[src/hdl/pbmux_pkg.sv]
// package: constants and carrier types for the port pin one/zero function selector
package pbmux_pkg;

    // pin function selections
    typedef enum logic [1:0] {
        PBMUX_FN_INPUT   = 2'b00,
        PBMUX_FN_PORT    = 2'b01,
        PBMUX_FN_PATTERN = 2'b10,
        PBMUX_FN_TIMER   = 2'b11
    } pbmux_fn_t;

    // io-control field layout
    localparam int PBMUX_IOC_TOP = 2;
    localparam int PBMUX_IOC_W   = 3;

    // reset values
    localparam logic [2:0] PBMUX_IOC_RST = 3'h0;
    localparam logic       PBMUX_BIT_RST = 1'h0;

    // timer channel 3 settings shared by both pins
    typedef struct packed {
        logic       combined_mode_bit;
        logic       timer3_pwm_mode_bit;
        logic       timer3_a_output_enable;
        logic       timer3_b_output_enable;
        logic [2:0] a_io_control;
        logic [2:0] b_io_control;
    } pbmux_timer_cfg_t;

    // port and pattern settings for the two pins
    typedef struct packed {
        logic pin_one_direction_bit;
        logic pin_zero_direction_bit;
        logic pattern_enable_bit_nine;
        logic pattern_enable_bit_eight;
    } pbmux_port_cfg_t;

    // per-pin output source values
    typedef struct packed {
        logic port_data;
        logic pattern_data;
        logic compare_data;
    } pbmux_src_t;

endpackage

[src/hdl/pbmux_pin_sel.sv]
// module: function selection for one pin
`timescale 1ns/100ps
module pbmux_pin_sel (
    input  wire logic                    timer_claim,
    input  wire logic                    capture_allowed,
    input  wire logic                    direction_bit,
    input  wire logic                    pattern_enable,
    input  wire pbmux_pkg::pbmux_src_t   src,
    output      pbmux_pkg::pbmux_fn_t    fn,
    output      logic                    pin_out,
    output      logic                    pin_oe,
    output      logic                    capture_en
);
    always_comb begin
        if (timer_claim) begin
            fn = pbmux_pkg::PBMUX_FN_TIMER;
        end else if (!direction_bit) begin
            fn = pbmux_pkg::PBMUX_FN_INPUT;
        end else if (!pattern_enable) begin
            fn = pbmux_pkg::PBMUX_FN_PORT;
        end else begin
            fn = pbmux_pkg::PBMUX_FN_PATTERN;
        end
    end

    always_comb begin
        case (fn)
            pbmux_pkg::PBMUX_FN_PORT: begin
                pin_out = src.port_data;
            end
            pbmux_pkg::PBMUX_FN_PATTERN: begin
                pin_out = src.pattern_data;
            end
            pbmux_pkg::PBMUX_FN_TIMER: begin
                pin_out = src.compare_data;
            end
            default: begin
                pin_out = 1'h0;
            end
        endcase
    end

    assign pin_oe     = (fn != pbmux_pkg::PBMUX_FN_INPUT);
    assign capture_en = (fn == pbmux_pkg::PBMUX_FN_INPUT) && capture_allowed;
endmodule

[src/hdl/port_b_low_pin_mux.sv]
// module: function selector for port pins one and zero
//
// Behaviour
// - pin one chosen from timer, pattern, direction
// - pin zero chosen from timer, pattern, direction
// - pin zero: input, port out, or pattern bit eight
// - pin one: input, port out, or pattern bit nine
// - pin one input feeds b capture conditionally
// - pin zero input feeds a capture conditionally
`timescale 1ns/100ps
module port_b_low_pin_mux (
    input  wire logic                          clock,
    input  wire logic                          reset,
    input  wire pbmux_pkg::pbmux_timer_cfg_t   timer_cfg,
    input  wire pbmux_pkg::pbmux_port_cfg_t    port_cfg,
    input  wire logic                          port_data_one,
    input  wire logic                          port_data_zero,
    input  wire logic                          pattern_out_bit_nine,
    input  wire logic                          pattern_out_bit_eight,
    input  wire logic                          timer3_b_compare_out,
    input  wire logic                          timer3_a_compare_out,
    input  wire logic                          port_pin_one_in,
    input  wire logic                          port_pin_zero_in,
    output      logic                          port_pin_one_out,
    output      logic                          port_pin_one_oe,
    output      logic                          port_pin_zero_out,
    output      logic                          port_pin_zero_oe,
    output      logic                          timer3_b_capture_in,
    output      logic                          timer3_a_capture_in,
    output      logic                          port_pin_one_level,
    output      logic                          port_pin_zero_level,
    output      pbmux_pkg::pbmux_fn_t          pin_one_function,
    output      pbmux_pkg::pbmux_fn_t          pin_zero_function
);
    logic                  b_claim;
    logic                  a_claim;
    logic                  b_cap_ok;
    logic                  a_cap_ok;
    logic                  next_one_out;
    logic                  next_one_oe;
    logic                  next_zero_out;
    logic                  next_zero_oe;
    logic                  one_cap_en;
    logic                  zero_cap_en;
    pbmux_pkg::pbmux_fn_t  next_one_fn;
    pbmux_pkg::pbmux_fn_t  next_zero_fn;
    pbmux_pkg::pbmux_src_t one_src;
    pbmux_pkg::pbmux_src_t zero_src;

    // io-control 0xx other than 000 selects a compare output
    function automatic logic ioc_compare(input logic [2:0] ioc);
        ioc_compare = !ioc[pbmux_pkg::PBMUX_IOC_TOP] && (ioc != pbmux_pkg::PBMUX_IOC_RST);
    endfunction

    // capture allowed when neither combined nor pwm mode and io top bit set
    function automatic logic cap_allowed(input logic [2:0] ioc,
                                         input logic       cmd,
                                         input logic       pwm);
        cap_allowed = !cmd && !pwm && ioc[pbmux_pkg::PBMUX_IOC_TOP];
    endfunction

    // timer claim of pin one, pwm mode leaves it alone
    always_comb begin
        b_claim = 1'h0;
        if (timer_cfg.timer3_b_output_enable) begin
            b_claim = timer_cfg.combined_mode_bit
                      || ioc_compare(timer_cfg.b_io_control);
        end
    end

    // timer claim of pin zero
    always_comb begin
        a_claim = 1'h0;
        if (timer_cfg.timer3_a_output_enable) begin
            a_claim = timer_cfg.combined_mode_bit
                      || timer_cfg.timer3_pwm_mode_bit
                      || ioc_compare(timer_cfg.a_io_control);
        end
    end

    // capture permission of pin one
    always_comb begin
        b_cap_ok = cap_allowed(timer_cfg.b_io_control,
                               timer_cfg.combined_mode_bit,
                               timer_cfg.timer3_pwm_mode_bit);
    end

    // capture permission of pin zero
    always_comb begin
        a_cap_ok = cap_allowed(timer_cfg.a_io_control,
                               timer_cfg.combined_mode_bit,
                               timer_cfg.timer3_pwm_mode_bit);
    end

    // output sources of pin one
    always_comb begin
        one_src.port_data    = port_data_one;
        one_src.pattern_data = pattern_out_bit_nine;
        one_src.compare_data = timer3_b_compare_out;
    end

    // output sources of pin zero
    always_comb begin
        zero_src.port_data    = port_data_zero;
        zero_src.pattern_data = pattern_out_bit_eight;
        zero_src.compare_data = timer3_a_compare_out;
    end

    // pin one selection
    pbmux_pin_sel u_pin_one (
        .timer_claim     (b_claim),
        .capture_allowed (b_cap_ok),
        .direction_bit   (port_cfg.pin_one_direction_bit),
        .pattern_enable  (port_cfg.pattern_enable_bit_nine),
        .src             (one_src),
        .fn              (next_one_fn),
        .pin_out         (next_one_out),
        .pin_oe          (next_one_oe),
        .capture_en      (one_cap_en)
    );

    // pin zero selection
    pbmux_pin_sel u_pin_zero (
        .timer_claim     (a_claim),
        .capture_allowed (a_cap_ok),
        .direction_bit   (port_cfg.pin_zero_direction_bit),
        .pattern_enable  (port_cfg.pattern_enable_bit_eight),
        .src             (zero_src),
        .fn              (next_zero_fn),
        .pin_out         (next_zero_out),
        .pin_oe          (next_zero_oe),
        .capture_en      (zero_cap_en)
    );

    // pin one drive value
    always_ff @(posedge clock) begin
        if (reset) begin
            port_pin_one_out <= pbmux_pkg::PBMUX_BIT_RST;
        end else begin
            port_pin_one_out <= next_one_out;
        end
    end

    // pin one drive enable
    always_ff @(posedge clock) begin
        if (reset) begin
            port_pin_one_oe <= pbmux_pkg::PBMUX_BIT_RST;
        end else begin
            port_pin_one_oe <= next_one_oe;
        end
    end

    // pin zero drive value
    always_ff @(posedge clock) begin
        if (reset) begin
            port_pin_zero_out <= pbmux_pkg::PBMUX_BIT_RST;
        end else begin
            port_pin_zero_out <= next_zero_out;
        end
    end

    // pin zero drive enable
    always_ff @(posedge clock) begin
        if (reset) begin
            port_pin_zero_oe <= pbmux_pkg::PBMUX_BIT_RST;
        end else begin
            port_pin_zero_oe <= next_zero_oe;
        end
    end

    // pin one function report
    always_ff @(posedge clock) begin
        if (reset) begin
            pin_one_function <= pbmux_pkg::PBMUX_FN_INPUT;
        end else begin
            pin_one_function <= next_one_fn;
        end
    end

    // pin zero function report
    always_ff @(posedge clock) begin
        if (reset) begin
            pin_zero_function <= pbmux_pkg::PBMUX_FN_INPUT;
        end else begin
            pin_zero_function <= next_zero_fn;
        end
    end

    // b capture feed, low unless pin one is a capturing input
    always_ff @(posedge clock) begin
        if (reset) begin
            timer3_b_capture_in <= pbmux_pkg::PBMUX_BIT_RST;
        end else begin
            timer3_b_capture_in <= one_cap_en && port_pin_one_in;
        end
    end

    // a capture feed, low unless pin zero is a capturing input
    always_ff @(posedge clock) begin
        if (reset) begin
            timer3_a_capture_in <= pbmux_pkg::PBMUX_BIT_RST;
        end else begin
            timer3_a_capture_in <= zero_cap_en && port_pin_zero_in;
        end
    end

    // pin one level for the port read path
    always_ff @(posedge clock) begin
        if (reset) begin
            port_pin_one_level <= pbmux_pkg::PBMUX_BIT_RST;
        end else begin
            port_pin_one_level <= port_pin_one_in;
        end
    end

    // pin zero level for the port read path
    always_ff @(posedge clock) begin
        if (reset) begin
            port_pin_zero_level <= pbmux_pkg::PBMUX_BIT_RST;
        end else begin
            port_pin_zero_level <= port_pin_zero_in;
        end
    end
endmodule

[config.mk]
export PLATFORM = sky130hd
export DESIGN_NAME = port_b_low_pin_mux
export DESIGN_NICKNAME = d
export VERILOG_FILES = /design/src/hdl/pbmux_pkg.sv /design/src/hdl/pbmux_pin_sel.sv /design/src/hdl/port_b_low_pin_mux.sv
export SDC_FILE = /design/constraint.sdc
export NUM_CORES = 1
export LEC_CHECK = 0
export BUFFER_PORTS_ARGS = -buffer_cell sky130_fd_sc_hd__buf_4
export CORE_AREA = 5 5 42 44
export CTS_CLUSTER_SIZE = 16
export DETAILED_ROUTE_END_ITERATION = 6
export DIE_AREA = 0 0 47 49
export HOLD_SLACK_MARGIN = 0.02
export PLACE_DENSITY = 0.77
export SYNTH_ARGS = -nofsm -noshare
export SYNTH_HDL_FRONTEND = slang
export SYNTH_SLANG_ARGS = --single-unit
[constraint.sdc]
create_clock -name clock -period 1.22 [get_ports clock]
set_clock_uncertainty 0.1 [all_clocks]
set_input_delay 0.061 -clock clock [delete_from_list [all_inputs] [get_ports clock]]
set_output_delay 0.061 -clock clock [all_outputs]
set_load 0.03 [all_outputs]
Word-level counts from Yosys, hierarchy flattened
Cells that the tools add are included.
Word-level totals
  bits in registers: 12
  input bits: 24
  output and inout port bits: 12
  word-level logic and storage cells: 48
Cells by class
  equal/unequal tests: 6
  muxes and demuxes: 10
  reductions and logical operators: 22
Operator list (count)
  2-bit 2-to-1 mux: 6
  1-bit logical AND: 9
  2-bit == test (second input constant): 4
  1-bit case mux with 3 select lines: 2
  3-bit nonzero test: 2
  2-bit by 1-bit == test with 1-bit output (second input constant): 2
  1-bit logical NOT: 4
  2-bit logical NOT: 2
  2-bit nonzero test: 2
  1-bit logical OR: 3
  1-bit 2-to-1 mux: 2

Logic depth before layout (Yosys ltp)
  word-level depth: 8
  mapped depth: 4
  mapped depth without buffers: 3

Hierarchy
Synthesis repeated with hierarchy kept, for this count alone.
Second synthesis, totals
  cells, all modules: 51
  area, all modules: 518.0 µm²
Modules (own cells, without submodules)
  port_b_low_pin_mux: times used 1, cells each 31, area an instance 387.9 µm², seq. area each 240.2 µm²
  pbmux_pin_sel: times used 2, cells each 10, area an instance 65.1 µm², seq. area each 0.0 µm²

Worst setup path after synthesis
Ideal clock, no wire load.
  path type: input -> register
  start point: in timer_cfg[1] (netlist name)
  end point: reg port_pin_one_out
  library setup time: 0.072 ns
  arrival time: 0.591 ns
  required time: 1.048 ns
  slack: 0.458 ns
  cell stages on the path: 3
  buffers on the path: 0
  cell sequence: o21ba_1 o21ai_2 mux2i_1
Between the ends
  longest elaborated chain between the ends: 7
  elaborated cells between the ends (all ways): 9
  classes of those cells: 3 x eq/ne; 3 x mux; 3 x reduce/logical
RTL lines
  start, declared: line port_b_low_pin_mux.sv:14  | input wire pbmux_pkg::pbmux_timer_cfg_t timer_cfg,
  3-bit nonzero test (*): line port_b_low_pin_mux.sv:52  | ioc_compare = !ioc[pbmux_pkg::PBMUX_IOC_TOP] && (ioc != pbmux_pkg::PBMUX_IOC_RST);
  1-bit logical AND (*): line port_b_low_pin_mux.sv:52
  1-bit logical OR (*): line port_b_low_pin_mux.sv:67  | || ioc_compare(timer_cfg.b_io_control);
  1-bit 2-to-1 mux (*): line port_b_low_pin_mux.sv:65  | if (timer_cfg.timer3_b_output_enable) begin
  2-bit 2-to-1 mux (*): line pbmux_pin_sel.sv:15  | if (timer_claim) begin
  2-bit == test or 2-bit by 1-bit == test with 1-bit output (tied branches): line pbmux_pin_sel.sv:27  | case (fn)
  1-bit case mux with 3 select lines (*): line pbmux_pin_sel.sv:27
  end signal, assigned: line port_b_low_pin_mux.sv:138  | port_pin_one_out <= pbmux_pkg::PBMUX_BIT_RST;
  end signal, assigned: line port_b_low_pin_mux.sv:140  | port_pin_one_out <= next_one_out;
  end, declared: line port_b_low_pin_mux.sv:24  | output logic port_pin_one_out,
Mark *: on every way between the ends. The rest lies on a longest branch, timed or not.
A chain may end at the register's enable or synchronous reset.

Worst setup path in the final report
  start point: in timer_cfg[2] (netlist name)
  end point: reg port_pin_one_out
Between the ends
  longest elaborated chain between the ends: 7
  elaborated cells between the ends (all ways): 10
  classes of those cells: 3 x eq/ne; 3 x mux; 4 x reduce/logical
RTL lines (line)
  3-bit nonzero test or 1-bit logical NOT (tied branches): port_b_low_pin_mux.sv:52
  1-bit logical AND (*): port_b_low_pin_mux.sv:52
  1-bit logical OR (*): port_b_low_pin_mux.sv:67
  1-bit 2-to-1 mux (*): port_b_low_pin_mux.sv:65
  2-bit 2-to-1 mux (*): pbmux_pin_sel.sv:15
  2-bit == test or 2-bit by 1-bit == test with 1-bit output (tied branches): pbmux_pin_sel.sv:27
  1-bit case mux with 3 select lines (*): pbmux_pin_sel.sv:27
Marks and branches as above.

==> results.txt <==
----------------------------------------------------
[Run status]
  Status ... finished clean

[Floorplanning]
  # IOs ... 36
  Standard cell core area ... ~1400 um^2
  Area of the die ... 2300 um^2
  Die outline width ... 47 um
  Vertical die dimension ... roughly 49 um
  Std cell rows ... 14
  Initial cell density of the core ... 0.321

[GRT]
  Residual overflow from global routing ... 0
  Global-route met2 utilization ... 0.256
  Antenna violations before repair ... 0
  Pin count of the biggest net entering global routing ... 10
  Routing layer with the top usage in global route ... met2
  Global Route met3 Usage ... 0.0148
  Vias in the first global route ... between 500 and 600
  GRT Overall Usage ... 0.134
  Wire length of the first global-routing pass ... between 2000 and 2500 um
  Met1 GRT Util ... 0.134

[Timing]
  Fmax ... about 0.84 GHz
  Final period demand of the worst path ... 1180 ps
  Period utilization ... 0.971
  Worst Slack Setup Final ... 35.1 ps
  Max Slew Vio Count ... 0
  Setup Viol. Count Final ... 0
  Relative slew margins ... 0.827
  RSZ-0062 raised after global routing ... true
  Least-Margin Pin Slew ... between 200 and 300 ps
  Final hold viol count ... 0

[Final layout]
  End-of-flow core utilization ... 0.646
  Ratio of cells with drive above 1 in the final layout ... 0.490
  Final Cell Area ... between 900 and 1000 um^2
  Antenna diode count ... 0
  Most common library cell in the layout ignoring fill and taps ... buf_4
  Commonest cells after routing, fill and taps aside ... buf_4 (35), dlygate4sd3_1 (14), dfxtp_1 (12), a21oi_1 (6), nand2_1 (4)
  Post-synthesis to final-layout area growth ... 102%
  Nets@finish ... approximately 120

[Min path]
  Worst min-delay path class ... in2reg

[Power and ir drop]
  Leakage power figure ... 0.445 nW
  Power density over the cells ... about 1100 nW/um^2
  Peak VDD IR ... between 500 and 600 uV

[Placement]
  Post-Place Worst Slack ... roughly 250 ps
  Placed cell area ... 727 um^2
  Routability-driven placement congestion ratio ... roughly 0.72
  Count of input and output buffers ... 35

[Clock tree]
  Largest buffer count on any clock path ... 2
  Clock tree root driver cell ... clkbuf_4
  Clk slew on worst S/H paths ... 80 ps
  TritonCTS clock tree ... yes
  Number of clock sinks ... 12
  Inserted Clock Buffers ... 3
  Htree depth ... 1
  Buffer count from post-CTS setup fixing ... 0

[Detailed routing]
  Overall via count from detail_route ... ~500
  Via density ... roughly 4.5
  Routed length per placed instance ... 13.0 um
  Overall routed net length ... about 1500 um
  Antenna Violating Nets Remaining ... 0
  Count of routing violations after the opening detailed-route iteration ... 2
  DRC violations left ... 0
  1st-pass router iterations ... 3

[Worst setup path]
  Nature of the critical path startpoint ... input port
  Path type of the worst setup path ... in2reg
  Kind of capture point of the worst setup path ... flip-flop
  Stage delay of the slowest cell on the critical path ... between 500 and 600 ps
  Data arrival at the endpoint of the critical path ... approximately 1300 ps
  Setup crit start ... timer_cfg[2]
  Critical-path cell list ... dlygate4sd3_1, buf_4, o21ba_1, o21ai_2, mux2i_1
  Worst setup path endpoint ... port_pin_one_out$_SDFF_PP0_
  Critical path peak fanout ... 5
  Worst-path cell with the longest stage delay ... dlygate4sd3_1
  Critical path required time ... 1330 ps

[Synthesis]
  Synth Area per Inst ... 10.2 um^2
  Syn nets ... around 70
  Number of different library cells in the post-synthesis netlist ... 18
  Post-synthesis instance area ... 449 um^2
  Total number of yosys warnings ... 0
  Sequential cell area fraction in the yosys report ... 0.535
  Flip-flop and latch count after synthesis ... 12
  Cells after Synth ... 44

[Run]
  Number of max-cap violations ... 0

----------------------------------------------------
-- repair_timing --
item	CTS	global route
hold buffers	14	0
endpoints found under the setup margin	0	5
hold endpoints to repair	12	0
resized for setup	0	1
-- worst max-delay path: cells and delay by family --
kind	cells	cell delay, ps
buffers and inverters	2	650
AO/OA/AOI/OAI	2	390
multiplexers	1	210
-- where the power goes --
part           switching (mW)  internal, mW
Combinational           0.108         0.131
Clock                   0.134         0.181
Sequential            0.00574         0.414
Total                   0.248         0.726
-- through the flow --
step | total power, mW | setup TNS (ps) | hold WS [ps] | std cells
after floorplan | 0.524 | 0 | 30.5 | 44
after global placement | 0.625 | 0 | 170 | 94
after detailed placement | 0.630 | 0 | 176 | 94
after CTS | 0.978 | 0 | 126 | 112
after global routing | 1.02 | -17.8 | 156 | 112
final | 0.974 | 0 | 128 | 112
-- worst min path at each step --
stage / start / end / slack [ps] / depth (start not counted)
global placement: port_cfg[3] / timer3_b_capture_in$_SDFF_PP0_ / 170 / 2
CTS: port_data_zero / port_pin_zero_out$_SDFF_PP0_ / 130 / 4
global route: timer_cfg[7] / port_pin_zero_oe$_SDFF_PP0_ / 160 / 3
detailed placement: port_cfg[3] / timer3_b_capture_in$_SDFF_PP0_ / 180 / 2
finish: port_data_one / port_pin_one_out$_SDFF_PP0_ / 130 / 4
floorplan: port_cfg[3] / timer3_b_capture_in$_SDFF_PP0_ / 30 / 1
-- registers in the layout (all words and copies together), names as in the netlist --
name	count
pin_one_function	2
port_pin_one_level	1
timer3_b_capture_in	1
port_pin_zero_level	1
pin_zero_function	2
port_pin_zero_out	1
port_pin_one_out	1
port_pin_zero_oe	1
timer3_a_capture_in	1
port_pin_one_oe	1
-- final cells by class --
cell class,instances,area (um^2)
Fill cell,123,495
Timing Repair Buffer,49,403
Sequential cell,12,240
Multi-Input combinational cell,28,195
Clock buffer,4,36.3
Tap cell,16,20.0
Inverter,3,11.3
-- synth_stat cells, drive strengths merged --
cell type	number	area share
nor2	1	0.0083
dfxtp	12	0.53
a21bo	1	0.022
and4	1	0.022
nand2	4	0.033
o21ba	1	0.022
nand2b	2	0.028
a21oi	6	0.067
o21ai	1	0.020
nor2b	2	0.033
mux2	2	0.050
mux2i	2	0.045
nor3b	1	0.028
buf	1	0.011
nand3	3	0.033
inv	3	0.025
o21bai	1	0.017
-- cells by family after synthesis --
family,synth area share
compound gates,0.148
simple gates,0.187
buf+inv,0.0362
flops,0.535
mux,0.0947
-- layer usage --
metal  share of wire  wire length (um)  up-vias
met5               0                 0        -
met4               0                 0        0
met3           0.067                97        0
met2            0.57               835       20
met1            0.36               522      229
li1                -                 -      253
No activity file was read; power rests on OpenSTA's default activity.
